$ cat config.mk
export PLATFORM = sky130hd
export DESIGN_NAME = oneshot_four_key_remote_encoder
export DESIGN_NICKNAME = d
export VERILOG_FILES = /design/src/remote_encoder_pkg.sv /design/src/oneshot_four_key_remote_encoder.sv
export VERILOG_INCLUDE_DIRS = /design/src /design/src/src
export SDC_FILE = /design/constraint.sdc
export NUM_CORES = 1
export LEC_CHECK = 0
export BUFFER_PORTS_ARGS = -buffer_cell sky130_fd_sc_hd__buf_2
export CAP_MARGIN = 20
export CORE_ASPECT_RATIO = 0.7
export CORE_MARGIN = 5
export CORE_UTILIZATION = 60
export DETAILED_ROUTE_END_ITERATION = 8
export PLACE_DENSITY = 0.79
export SYNTH_ARGS = -nofsm -noshare
export SYNTH_HDL_FRONTEND = slang
export SYNTH_SLANG_ARGS = --single-unit
$ cat constraint.sdc
create_clock -name core_clk -period 3.1 [get_ports core_clk]
set_clock_uncertainty 0.2 [all_clocks]
set_input_delay 0.31 -clock core_clk [delete_from_list [all_inputs] [get_ports core_clk]]
set_output_delay 0.31 -clock core_clk [all_outputs]
set_load 0.02 [all_outputs]
$ cat src/remote_encoder_consts.svh
// constants of the four key remote encoder
`ifndef REMOTE_ENCODER_CONSTS_SVH
`define REMOTE_ENCODER_CONSTS_SVH

`define CLK_PERIOD_NS 10
`define SLOT_TIME_NS 111000
`define ADDR_BITS 8
`define DATA_BITS 4
`define FRAME_BITS 12
`define FRAMES_PER_BURST 3'h5
`define PILOT_SLOTS 6'h24
`define SLOTS_PER_BIT 6'h3
`define DEVICE_ADDR 8'ha5
`define NIBBLE_KEY1 4'h1
`define NIBBLE_KEY2 4'h2
`define NIBBLE_KEY3 4'h4
`define NIBBLE_KEY4 4'h8

`endif

$ cat src/remote_encoder_pkg.sv
// types of the four key remote encoder
`default_nettype none
package remote_encoder_pkg;

    typedef enum logic [1:0] {
        IDLE,
        PILOT,
        SYNC,
        DATA
    } phase_t;

    typedef struct packed {
        logic [3:0] keyMeta;
        logic [3:0] keySync;
        logic [3:0] keyPrev;
        phase_t phase;
        logic [31:0] divCnt;
        logic [5:0] slotCnt;
        logic [3:0] bitIdx;
        logic [2:0] frameCnt;
        logic [11:0] frameWord;
        logic serialOut;
        logic txPower;
    } enc_state_t;

endpackage
`default_nettype wire

$ cat src/oneshot_four_key_remote_encoder.sv
// four key one-shot serial remote encoder
`timescale 1ns/10ps
`default_nettype none
`include "remote_encoder_consts.svh"

module oneshot_four_key_remote_encoder
    import remote_encoder_pkg::*;
#(
    parameter int SlotCycles = (`SLOT_TIME_NS + `CLK_PERIOD_NS - 1) / `CLK_PERIOD_NS
) (
    // clock and reset
    input wire logic core_clk,
    input wire logic rst_n,
    // push buttons
    input wire logic key_in_1,
    input wire logic key_in_2,
    input wire logic key_in_3,
    input wire logic key_in_4,
    // serial line
    output logic serialOut,
    // radio power
    output logic radio_tx_power,
    output logic radio_rx_power
);

    localparam enc_state_t StateReset = '{
        keyMeta: 4'h0,
        keySync: 4'h0,
        keyPrev: 4'h0,
        phase: IDLE,
        divCnt: 32'h0,
        slotCnt: 6'h0,
        bitIdx: 4'h0,
        frameCnt: 3'h0,
        frameWord: 12'h0,
        serialOut: 1'b0,
        txPower: 1'b0
    };

    localparam logic [31:0] SlotLast = 32'(SlotCycles - 1);

    // fixed nibble per key, lowest key wins on a tie
    function automatic logic [3:0] keyNibble(input logic [3:0] rise);
        logic [3:0] n;
        n = 4'h0;
        if (rise[3]) begin
            n = `NIBBLE_KEY4;
        end
        if (rise[2]) begin
            n = `NIBBLE_KEY3;
        end
        if (rise[1]) begin
            n = `NIBBLE_KEY2;
        end
        if (rise[0]) begin
            n = `NIBBLE_KEY1;
        end
        return n;
    endfunction

    // level of one slot of a data bit: '1' short high, '0' long high
    function automatic logic slotLevel(input logic bitVal, input logic [5:0] slot);
        logic lvl;
        lvl = 1'b0;
        if (slot == 6'h0) begin
            lvl = 1'b1;
        end else if (slot == 6'h1) begin
            lvl = ~bitVal;
        end
        return lvl;
    endfunction

    enc_state_t stateReg;
    enc_state_t stateNext;
    logic [3:0] keyRise;
    logic slotTick;
    logic curBit;

    assign keyRise = stateReg.keySync & ~stateReg.keyPrev;
    assign slotTick = (stateReg.divCnt == SlotLast);
    assign curBit = stateReg.frameWord[stateReg.bitIdx];

    always_comb begin
        stateNext = stateReg;
        // two-flop synchroniser for the button pins
        stateNext.keyMeta = {key_in_4, key_in_3, key_in_2, key_in_1};
        stateNext.keySync = stateReg.keyMeta;
        stateNext.keyPrev = stateReg.keySync;
        if (stateReg.phase != IDLE) begin
            if (slotTick) begin
                stateNext.divCnt = 32'h0;
            end else begin
                stateNext.divCnt = stateReg.divCnt + 32'h1;
            end
        end
        case (stateReg.phase)
            IDLE: begin
                stateNext.serialOut = 1'b0;
                stateNext.txPower = 1'b0;
                // only a fresh rise counts, so a held key cannot retrigger
                if (keyRise != 4'h0) begin
                    stateNext.frameWord = {keyNibble(keyRise), `DEVICE_ADDR};
                    stateNext.txPower = 1'b1;
                    stateNext.phase = PILOT;
                    stateNext.divCnt = 32'h0;
                    stateNext.slotCnt = 6'h0;
                    stateNext.frameCnt = 3'h0;
                end
            end
            PILOT: begin
                // silent gap ahead of each frame; power already up
                stateNext.serialOut = 1'b0;
                if (slotTick) begin
                    if (stateReg.slotCnt == `PILOT_SLOTS - 6'h1) begin
                        stateNext.slotCnt = 6'h0;
                        stateNext.phase = SYNC;
                        stateNext.serialOut = 1'b1;
                    end else begin
                        stateNext.slotCnt = stateReg.slotCnt + 6'h1;
                    end
                end
            end
            SYNC: begin
                if (slotTick) begin
                    stateNext.phase = DATA;
                    stateNext.bitIdx = 4'h0;
                    stateNext.slotCnt = 6'h0;
                    stateNext.serialOut = slotLevel(stateReg.frameWord[0], 6'h0);
                end
            end
            DATA: begin
                // keys are not looked at here, so mid-burst presses drop
                if (slotTick) begin
                    if (stateReg.slotCnt == `SLOTS_PER_BIT - 6'h1) begin
                        stateNext.slotCnt = 6'h0;
                        if (stateReg.bitIdx == 4'(`FRAME_BITS - 1)) begin
                            stateNext.bitIdx = 4'h0;
                            stateNext.serialOut = 1'b0;
                            if (stateReg.frameCnt == `FRAMES_PER_BURST - 3'h1) begin
                                stateNext.phase = IDLE;
                                stateNext.txPower = 1'b0;
                            end else begin
                                stateNext.frameCnt = stateReg.frameCnt + 3'h1;
                                stateNext.phase = PILOT;
                            end
                        end else begin
                            stateNext.bitIdx = stateReg.bitIdx + 4'h1;
                            stateNext.serialOut = slotLevel(
                                stateReg.frameWord[stateReg.bitIdx + 4'h1], 6'h0);
                        end
                    end else begin
                        stateNext.slotCnt = stateReg.slotCnt + 6'h1;
                        stateNext.serialOut = slotLevel(curBit, stateReg.slotCnt + 6'h1);
                    end
                end
            end
            default: begin
                stateNext = StateReset;
            end
        endcase
    end

    always_ff @(posedge core_clk or negedge rst_n) begin
        if (!rst_n) begin
            stateReg <= StateReset;
        end else begin
            stateReg <= stateNext;
        end
    end

    assign serialOut = stateReg.serialOut;
    assign radio_tx_power = stateReg.txPower;
    assign radio_rx_power = ~stateReg.txPower;

endmodule
`default_nettype wire

# Yosys cells after proc, flatten, opt, wreduce, memory -nomap -nowiden
# Index checks and enable logic that the tools add are counted.
word_totals:
  ff_bits: 69
  latch_bits: 0
  ramBits: 0
  romBits: 0
  in_bits: 6
  out_inout_bits: 3
  wordCells: 96
  n_memories: 0
op_classes:
  addsub: 4
  mul: 0
  div: 0
  n_lt_le_gt_ge: 1
  eq_ne: 18
  shifts: 0
  mux: 45
  n_bitwise: 4
  n_reduce_logical: 13
ops:
  columns: ["op", "n"]
  rows:
  - ["$mux W32", 3]
  - ["$mux W40", 1]
  - ["$add A32 B1 Y32 const B", 1]
  - ["$eq A32 B14 Y1 const B", 1]
  - ["$pmux W6 S4", 1]
  - ["$mux W4", 5]
  - ["$mux W6", 3]
  - ["$ne A2 B2 Y1 const B", 9]
  - ["$mux W15", 1]
  - ["$mux W2", 7]
  - ["$mux W1", 13]
  - ["$mux W13", 1]
  - ["$mux W10", 1]
  - ["$pmux W2 S4", 1]
  - ["$pmux W4 S2", 1]
  - ["$reduce_and A4 Y1", 2]
  - ["$mux W7", 1]
  - ["$reduce_and A7 Y1", 1]
  - ["$add A6 B1 Y6 const B", 1]
  - ["$eq A6 B1 Y1 const B", 1]
  - ["$eq A6 B2 Y1 const B", 1]
  - ["$eq A6 B6 Y1 const B", 1]
  - ["$logic_not A6 Y1", 1]
  - ["$mux W3", 2]
  - ["20 further kinds", 25]

# Longest topological paths before layout
# Gate-level depths: netlist (run 1).
depth:
  word_depth: 8
  mapped_depth: 8
  ltp_nobuf: 7

# Worst setup path after synthesis (run 1)
# OpenSTA, ideal clock, no wires.
synth_timing:
  path_kind: "reg2reg"
  start: "reg stateReg[27] (netlist bit)"
  end: "reg stateReg[19] (netlist bit)"
  setup_ps: 66
  arrival_ps: 2035
  required_ps: 2834
  slack_ps: 799
  stages_incl_launch_ff: 8
  path_buffers: 1
  cell_sequence: "dfrtp_1 > ha_1 > and4bb_2 > nand4_2 > or4b_1 > buf_2 > o41ai_1 > a22o_1"
synth_between:
  elab_chain_cells: 3
  word_cells_on_any_way: 4
  classes_between: "eq/ne (3); reduce/logical (1)"
synth_rtl:
  columns: ["item", "line", "rtl"]
  rows:
  - ["start: declaration", "oneshot_four_key_remote_encoder.sv:73", "enc_state_t stateReg;"]
  - ["start signal: assignment", "oneshot_four_key_remote_encoder.sv:165", "stateReg <= StateReset;"]
  - ["start signal: assignment", "oneshot_four_key_remote_encoder.sv:167", "stateReg <= stateNext;"]
  - ["$eq A32 B14 Y1 *", "oneshot_four_key_remote_encoder.sv:80", "assign slotTick = (stateReg.divCnt == SlotLast);"]
  - ["$ne A2 B2 Y1 (no source line)", null, null]
  - ["$reduce_and A4 Y1 (no source line) *", null, null]
# Every way passes the cells marked *; elsewhere a longest branch is shown, timed or not.
# A chain may end at the register's enable or synchronous reset.

# Final worst setup path (run 1)
layout_timing:
  start: "reg stateReg[60] (netlist bit)"
  end: "reg stateReg[20] (netlist bit)"
layout_between:
  elab_chain_cells: 3
  word_cells_on_any_way: 8
  classes_between: "eq/ne (5); mux (1); reduce/logical (2)"
layout_rtl:
  columns: ["item", "line", "rtl"]
  rows:
  - ["$eq A2 B2 Y1", "oneshot_four_key_remote_encoder.sv:96", "case (stateReg.phase)"]
  - ["$ne A2 B2 Y1 (no source line) / $reduce_bool A2 Y1 (equally long branches)", null, null]
  - ["$reduce_and A4 Y1 (no source line)", null, null]
# Parallel ways exist; a longest one is shown, timed or not.

==> results.py, run 1 <==
metrics = {
    "place": {
        "dp_hpwl_mm": 6.38,
        "port-buffer-count": 8,
        "placed_cell_area_mm2": 0.00395,
        "place.gp.congestion": 0.925,
    },
    "floorplan": {
        "dieArea_mm2": 0.00807,
        "start_util_pct": 61.6,
        "core-area_mm2": 0.00619,
        "std_cell_rows": 24,
        "io_pins": 9,
        "die_x_um": 105,
        "die_h_um": 76.7,
    },
    "critical_path": {
        "r2r_slack_ns": 0.48,
        "r2r_end": "stateReg[20]",
        "worst_r2r_startpoint": "stateReg[60]",
        "r2r_cells": 5,
        "arrival_ns": 2.71,
        "critical_path_required_ns": 3.19,
        "crit_fanout": 19,
        "worstSetupStartpointType": "flop",
        "worstSetupPathType": "flop to flop",
        "critical_path.endpoint_type": "flop",
    },
    "finish": {
        "fin_nets": 440,
        "n_antenna_cell": 0,
        "postLayoutCellArea_mm2": 0.00423,
        "area_growth_pct": 10.9,
        "drive_above_1_share_pct": 13.8,
        "final_cell_mix": "66 x dfrtp_1, 34 x nand2_1, 26 x o21ai_0",
        "final_common_cell": "dfrtp_1",
    },
    "pwr": {
        "cellLeakagePower_nw": 1.82,
        "power_density_mw_per_mm2": 644,
        "vdd_drop_max_uv": 432,
        "power_mw": 2.72,
    },
    "synth": {
        "synth_edf_count": 0,
        "yosys.cell_types.count": 67,
        "async_reset_ff_share_pct": 100,
        "synth_area_per_cell_um2": 9.46,
        "ys_warn_count": 0,
        "yosysSeqAreaShare_pct": 43.3,
        "ys_ff_latch": 66,
        "synth_cells": 403,
        "post_synth_instance_area_mm2": 0.00381,
        "syn_nets": 421,
        "ys.flop_type": "dfrtp_1",
    },
    "sta": {
        "finalHoldViolCount": 0,
        "finalSetupViolations": 0,
        "slew_violations": 0,
        "worst-slew-pin-transition_ns": 0.603,
        "post-route-period-util_pct": 84.4,
        "rsz0062_at_grt": "false",
        "maxSlewHeadroom_pct": 59.4,
        "period_minus_slack_ns": 2.62,
        "max_freq_mhz": 382,
        "tns_ns": 0,
    },
    "route": {
        "routedWlPerCell_um": 18.3,
        "ant_nets": 0,
        "wirelength_mm": 9.25,
        "vias": 3271,
        "firstDrtPassIters": 5,
        "routed_via_density": 6.48,
        "drtIter0Drc": 247,
        "drc": 0,
    },
    "run": {
        "drv_cap": 0,
    },
    "clocking": {
        "cts_tree": "built",
        "clk_path_buf_depth": 2,
        "clock_latency_ns": 0.35,
        "clkTransAtPathRegs_ns": 0.09,
        "root_buffer": "clkbuf_8",
        "cts_resized": 0,
        "cts.sinks": 66,
        "numCtsBuffers": 9,
        "htree_levels": 3,
    },
    "global_route": {
        "grt_max_degree": 45,
        "antenna_found_initial": 0,
        "grt_usage_pct": 23.8,
        "grt_pass1_wl_mm": 15.4,
        "overflow": 0,
        "grt_pass1_vias": 3035,
    },
    "hold_path": {
        "hold_class": "flop to flop",
        "worstHoldPathCells": 0,
        "min-delay-start": "stateNext[65]",
        "hold_end": "stateNext[61]",
    },
    "outcome": {
        "status": "finished, final reports clean",
    },
}
cell usage after synthesis (3+ instances only):
cell,count,area share (%)
dfrtp_1,66,43
nand2_1,34,3.3
o21ai_0,26,3.4
nor2_1,22,2.2
nand3_1,20,2.6
a21oi_1,17,2.2
inv_1,15,1.5
nand4_1,14,2.3
nor4_1,13,2.1
a31oi_1,12,2.0
ha_1,12,3.9
nor3_1,11,1.4
a22o_1,10,2.3
nand2b_1,9,1.5
and3_1,8,1.3
clkbuf_1,8,0.79
buf_2,6,0.79
nor2b_1,6,0.98
xor2_1,6,1.4
or2_2,5,0.82
or4_1,5,0.98
xnor2_1,5,1.1
and4_1,4,0.92
mux2i_1,4,1.1
o221ai_1,4,0.92
or3_1,4,0.66
and2_1,3,0.49
cell families (layout without fill, tap and decap cells):
group	count (synthesis)	after routing	synth area share (%)
AOI/OAI and AO/OA	98	98	17.3
and+or+nand+nor	177	177	27.5
adders and majority gates	12	12	3.94
buffers and inverters	34	58	4.07
DFF	66	66	43.3
muxes	5	5	1.35
xor gates and xnor gates	11	11	2.53
worst max-delay path, cell delays in order, from the launching register on:
cell	delay (ns)
dfrtp_1	0.40
ha_1	0.56
or2_2	0.25
or4b_1	0.56
o41ai_1	0.41
a22o_1	0.18
layer usage:
| metal | share of wire, % | track usage, % | vias to the layer above |
|---|---|---|---|
| li1 | - | - | 1546 |
| met1 | 47 | 35.0 | 1580 |
| met2 | 43 | 33.1 | 128 |
| met3 | 7.5 | 7.72 | 17 |
| met4 | 1.5 | 7.66 | 0 |
| met5 | 0 | 0 | - |
sequential cells by signal, summed over array words and instances (netlist names):
name,flops
radio_tx_power,1
stateNext,8
stateReg,56
serialOut,1
per-stage QoR:
stage	hold WS (ns)	setup WS, ns	std cells	utilization (%)
5_1_grt	0.162	0.329	505	68.4
3_5_place_dp	0.136	0.560	483	63.9
6_report	0.146	0.482	505	68.4
3_3_place_gp	0.132	0.643	483	63.9
4_1_cts	0.147	0.542	504	68.0
2_1_floorplan	-0.186	0.799	403	-
final cells by class:
type / instances / area, µm²
multi-input cells: 303 / 2010
fillers: 476 / 1960
flip-flops and latches: 66 / 1650
repair buffers: 27 / 208
clock buffers: 9 / 124
well taps: 78 / 97.6
clock inverters: 7 / 82.6
inverters: 15 / 56.3
what timing repair did:
item | 4_1_cts | 5_1_grt
hold buffers | 5 | 0
setup buffers | 0 | 0
setup endpoints to repair | 0 | 0
endpoints found under the hold margin | 46 | 0
how the worst max path moves through the flow:
stage / end / startpoint / cells past startpoint / slack, ns
after detailed placement: stateReg[60] / stateReg[59] / 5 / 0.56
after floorplan: stateReg[19] / stateReg[27] / 7 / 0.80
after global placement: stateReg[19] / stateReg[60] / 5 / 0.64
after CTS: stateReg[60] / stateReg[59] / 5 / 0.54
after global routing: stateReg[53] / stateNext[62] / 6 / 0.33
final: stateReg[20] / stateReg[60] / 5 / 0.48
power by group:
part,total (mW),switching (mW),leakage [nW],internal [mW]
combinational,0.910,0.576,0.845,0.334
clock,0.766,0.380,0.105,0.385
sequential,1.05,0.0937,0.870,0.952
(Power assumes the default switching activity.)
==> run 2, diff against run 1 <==
- clock period: 3.1 -> 2.5 ns (I/O delays scaled with it)
==> run 2 against run 1 <==
Net effect: non-clock buffer count is 9 higher; flip-flop and latch count is the same; total power grew 29%; global-route usage increased by 1.7 points; register-to-register slack got worse by 0.38 ns; die area did not move; core utilization rose by 1.9 points; via count up 3.3%; worst setup slack worse by 0.38 ns; clock-buffer cell count stayed put; combinational power grew 38%; hold slack better by 0.017 ns.
==> results.py, run 2 (synthesized netlist as in run 1, its figures left out) <==
metrics = {
    "critical_path": {
        "worst_path_max_delay_cell": "or4b_4",
        "worstSetupPathType": "flop to flop",
        "cpPeakStageDelay_ns": 0.61,
        "worst_r2r_startpoint": "stateReg[27]",
        "worstSetupStartpointType": "flop",
        "startpoint": "stateReg[27]",
        "cp_top_family": "simple AND/OR/NAND/NOR gates",
        "crit_fanout": 6,
        "arrival_ns": 2.50,
        "cp_num_buf_inv": 0,
        "critical_path_required_ns": 2.60,
        "critical_path.endpoint_type": "flop",
        "path_cells": "ha_1 > and4bb_2 > nand4_2 > or4b_4 > o41ai_2 > a22o_1",
    },
    "hold_path": {
        "min-delay-start": "stateNext[66]",
        "hold_class": "flop to flop",
    },
    "pwr": {
        "p_seq_share_pct": 37.0,
        "combPwrFrac_pct": 35.8,
        "switching_share_pct": 39.2,
        "vdd_drop_max_uv": 529,
        "clkPwrFrac_pct": 27.2,
        "power_density_mw_per_mm2": 809,
        "cellLeakagePower_nw": 1.89,
        "power_mw": 3.52,
        "p_int_mw": 2.14,
        "switchingPower_mw": 1.38,
    },
    "finish": {
        "regMostFlops": "stateReg",
        "fillers": 466,
        "largest_register_ffs": 56,
        "final_cell_mix": "63 x dfrtp_1, 34 x nand2_1, 26 x o21ai_0",
        "n_antenna_cell": 0,
        "drive_above_1_share_pct": 17.7,
        "finalNonFillerCells": 514,
        "fin_nets": 449,
        "area_growth_pct": 14.0,
        "multiInputGateArea_mm2": 0.00206,
        "ff_latch_area_mm2": 0.00166,
        "final_common_cell": "dfrtp_1",
    },
    "route": {
        "wl_met2_mm": 4.28,
        "met1_length_mm": 4.57,
        "firstDrtPassIters": 5,
        "wirelength_mm": 9.80,
        "drtIter0Drc": 233,
        "drc": 0,
        "highest_layer": "met4",
        "vias": 3378,
        "ant_nets": 0,
        "routed_via_density": 6.57,
        "routedWlPerCell_um": 19.1,
        "wl_met3_um": 749,
    },
    "clocking": {
        "post_cts_buffers": 0,
        "htree_levels": 3,
        "root_buffer": "clkbuf_8",
        "numCtsBuffers": 9,
        "cts_tree": "built",
        "cts.sinks": 66,
        "clkTransAtPathRegs_ns": 0.09,
        "clock_latency_ns": 0.37,
        "clk_path_buf_depth": 2,
    },
    "place": {
        "port-buffer-count": 8,
        "place.gp.congestion": 0.914,
        "dp.cells": 493,
        "dp_hpwl_mm": 6.76,
    },
    "sta": {
        "post-route-period-util_pct": 95.8,
        "slew_violations": 0,
        "worst-slew-pin-transition_ns": 0.688,
        "maxSlewHeadroom_pct": 54.2,
        "tns_ns": 0,
        "max_freq_mhz": 417,
        "fin_worst_hold_slack_ns": 0.163,
        "finalHoldViolCount": 0,
        "period_minus_slack_ns": 2.40,
        "finalSetupViolations": 0,
    },
    "global_route": {
        "grt_pass1_wl_mm": 16.5,
        "overflow": 0,
        "grt_pass1_vias": 3237,
        "antenna_found_initial": 0,
        "grt_usage_pct": 25.5,
        "grt_max_degree": 39,
    },
    "floorplan": {
        "die_h_um": 76.7,
        "std_cell_rows": 24,
        "start_util_pct": 61.6,
        "io_pins": 9,
        "dieArea_mm2": 0.00807,
        "core-area_mm2": 0.00619,
        "die_x_um": 105,
    },
    "outcome": {
        "status": "finished, final reports clean",
    },
    "run": {
        "drv_cap": 0,
    },
}
==> run 2: changes by cell type in the layout (fill, tap and decap cells not counted), moves of 2 or more <==
cell     change
o41ai_2      +2
nor4_1       -2
dfrtp_1      -3
buf_4        +9
dfrtp_2      +3
o41ai_1      -2
==> run 2: what timing repair did <==
action                     CTS  global route
hold endpoints to repair    32             0
resized for setup            0            10
setup endpoints to repair    0             4
hold buffers                 5             0
==> run 2: cell type report <==
| class | count | area share, % |
|---|---|---|
| Multi-Input combinational cell | 303 | 47.3 |
| Sequential cell | 66 | 38.1 |
| Timing Repair Buffer | 36 | 6.33 |
| Clock buffer | 9 | 2.85 |
| Tap cell | 78 | 2.25 |
| Clock inverter | 7 | 1.90 |
| Inverter | 15 | 1.30 |
==> run 2: power by group through the flow <==
stage               registers (mW)  clock network, mW  logic [mW]
finish                        1.30              0.957        1.26
global placement              1.31                  0        1.16
global route                  1.32               1.04        1.38
floorplan                     1.30                  0       0.790
detailed placement            1.32                  0        1.21
CTS                           1.30              0.965        1.22
==> run 2: path summary, 6_finish.rpt <==
kind,endpoint,slack [ns],cells after the start
max,stateReg[20],0.10,6
min,stateNext[62],0.16,0
max reg2reg,stateReg[20],0.10,6
min reg2reg,stateNext[62],0.16,0
max in group asynchronous,stateReg[45],1.17,3
min in group asynchronous,stateReg[61],0.27,2
==> run 2: worst reg2reg max path: stages (launching register included) <==
cell,delay (ns)
dfrtp_1,0.40
ha_1,0.20
and4bb_2,0.28
nand4_2,0.18
or4b_4,0.61
o41ai_2,0.31
a22o_1,0.16
==> run 2: routing by layer <==
| layer | GRT usage (%) | up-vias |
|---|---|---|
| met5 | 0 | - |
| met4 | 8.05 | 0 |
| met2 | 35.4 | 150 |
| li1 | - | 1569 |
| met1 | 37.6 | 1639 |
| met3 | 8.22 | 20 |
==> run 2: metrics by stage <==
stage	instance area, µm²	setup slack [ns]	utilization [%]
CTS	4300	0.0402	69.5
detailed placement	4040	0.0850	65.3
finish	4350	0.104	70.3
global route	4350	-0.00678	70.3
global placement	4040	0.128	65.3
floorplan	3810	0.199	-
==> run 3, diff against run 2 <==
- RECOVER_POWER: unset -> 50
==> run 3 against run 2 <==
Net effect: the flow now finishes with violations (capacitance limit, slew limit); cell count stayed put; worst setup slack improved by 0.0010 ns; clock power hardly changed; flip-flop and latch count unchanged; first-iteration DRC count grew 1.3%; sequential power hardly changed; via count increased by 0.89%; total power barely moved; fmax is essentially flat; combinational power barely moved; die area unchanged; final area shrank 0.12%.
==> results.py, run 3 (synthesized netlist as in run 1, its figures left out) <==
metrics = {
    "route": {
        "drc": 0,
        "wirelength_mm": 9.86,
        "routedWlPerCell_um": 19.2,
        "vias": 3408,
        "drtIter0Drc": 236,
        "routed_via_density": 6.63,
        "ant_nets": 0,
        "firstDrtPassIters": 5,
    },
    "critical_path": {
        "critical_path_required_ns": 2.61,
        "worst_path_max_delay_cell": "or4b_4",
        "worst_r2r_startpoint": "stateReg[27]",
        "cpPeakStageDelay_ns": 0.61,
        "r2r_end": "stateReg[20]",
        "worstSetupPathType": "flop to flop",
        "path_cells": "ha_1 > and4bb_2 > nand4_2 > or4b_4 > o41ai_2 > a22o_1",
        "r2r_slack_ns": 0.10,
        "arrival_ns": 2.50,
        "worstSetupStartpointType": "flop",
        "critical_path.endpoint_type": "flop",
        "r2r_cells": 6,
        "crit_fanout": 6,
    },
    "finish": {
        "final_cell_mix": "63 x dfrtp_1, 34 x nand2_1, 26 x o21ai_0",
        "fin_nets": 449,
        "postLayoutCellArea_mm2": 0.00434,
        "drive_above_1_share_pct": 16.7,
        "largest_register_ffs": 56,
        "final_common_cell": "dfrtp_1",
        "fillers": 469,
        "regMostFlops": "stateReg",
        "n_antenna_cell": 0,
        "area_growth_pct": 13.9,
    },
    "hold_path": {
        "min-delay-start": "stateNext[66]",
        "worstHoldPathCells": 0,
        "hold_end": "stateNext[62]",
        "hold_class": "flop to flop",
    },
    "clocking": {
        "htree_levels": 3,
        "root_buffer": "clkbuf_8",
        "cts.sinks": 66,
        "clock_latency_ns": 0.37,
        "clk_path_buf_depth": 2,
        "clkTransAtPathRegs_ns": 0.08,
        "numCtsBuffers": 9,
        "cts_tree": "built",
    },
    "pwr": {
        "power_density_mw_per_mm2": 809,
        "cellLeakagePower_nw": 1.88,
        "vdd_drop_max_uv": 528,
    },
    "global_route": {
        "grt_pass1_wl_mm": 16.5,
        "grt_max_degree": 39,
        "antenna_found_initial": 0,
        "grt_usage_pct": 25.5,
        "grt_pass1_vias": 3237,
        "overflow": 0,
    },
    "sta": {
        "maxSlewHeadroom_pct": -10.2,
        "finalHoldViolCount": 0,
        "period_minus_slack_ns": 2.40,
        "post-route-period-util_pct": 95.8,
        "worst_slack_ns": 0.105,
        "slew_violations": 29,
        "finalSetupViolations": 0,
        "fin_worst_hold_slack_ns": 0.163,
        "max_freq_mhz": 418,
        "worst-slew-pin-transition_ns": 1.65,
    },
    "place": {
        "dp_hpwl_mm": 6.76,
        "port-buffer-count": 8,
        "placed_cell_area_mm2": 0.00404,
        "pre_cts_slack_ns": 0.0850,
        "place.gp.congestion": 0.914,
    },
    "floorplan": {
        "std_cell_rows": 24,
        "die_x_um": 105,
        "start_util_pct": 61.6,
        "io_pins": 9,
        "dieArea_mm2": 0.00807,
        "die_h_um": 76.7,
        "core-area_mm2": 0.00619,
    },
    "run": {
        "drv_cap": 1,
    },
    "outcome": {
        "status": "finished with violations",
        "violations": "capacitance limit, slew limit",
    },
}
[run 3: how the worst max path moves through the flow]
stage,end,startpoint
2_1_floorplan,stateReg[19],stateReg[27]
3_3_place_gp,stateReg[19],stateReg[27]
3_5_place_dp,stateReg[20],stateReg[27]
4_1_cts,stateReg[20],stateReg[27]
5_1_grt,stateReg[19],stateReg[27]
6_report,stateReg[20],stateReg[27]
[run 3: final cells by class]
type,count,area [µm²],area share [%]
Multi-Input combinational cell,303,2060,47.3
Sequential cell,66,1660,38.1
Timing Repair Buffer,36,270,6.22
Clock buffer,9,124,2.85
Tap cell,78,97.6,2.25
Clock inverter,7,82.6,1.90
Inverter,15,56.3,1.30
[run 3: worst max-delay path, delay by kind of cell (launching register included)]
| family | cells | cell delay [ns] |
|---|---|---|
| AND/OR/NAND/NOR | 3 | 1.07 |
| AO/OA/AOI/OAI | 2 | 0.47 |
| flip-flops | 1 | 0.40 |
| adder cells (fa/ha/maj) | 1 | 0.20 |
[run 3: power by group]
group          switching (mW)  internal (mW)
Clock                   0.482          0.477
Combinational           0.776          0.478
Sequential              0.120           1.18
[run 3: stage by stage]
step                cells  power, mW   TNS, ns  utilization, %
floorplan             403       2.09         0               -
global placement      493       2.47         0            65.3
detailed placement    493       2.52         0            65.3
CTS                   514       3.49         0            69.5
global route          514       3.73  -0.00678            70.2
finish                514       3.51         0            70.2
[run 3: timing repair]
action | CTS | global route
gates resized for setup | 0 | 10
endpoints found under the setup margin | 0 | 4
endpoints found under the hold margin | 32 | 0
hold buffers | 5 | 0
buffers inserted | 0 | 0
[run 3: per-layer routing]
metal | global-route usage (%) | vias up | wire length (µm)
li1 | - | 1570 | -
met1 | 37.6 | 1646 | 4540
met2 | 35.4 | 170 | 4290
met3 | 8.22 | 22 | 788
met4 | 8.05 | 0 | 232
met5 | 0 | - | 0
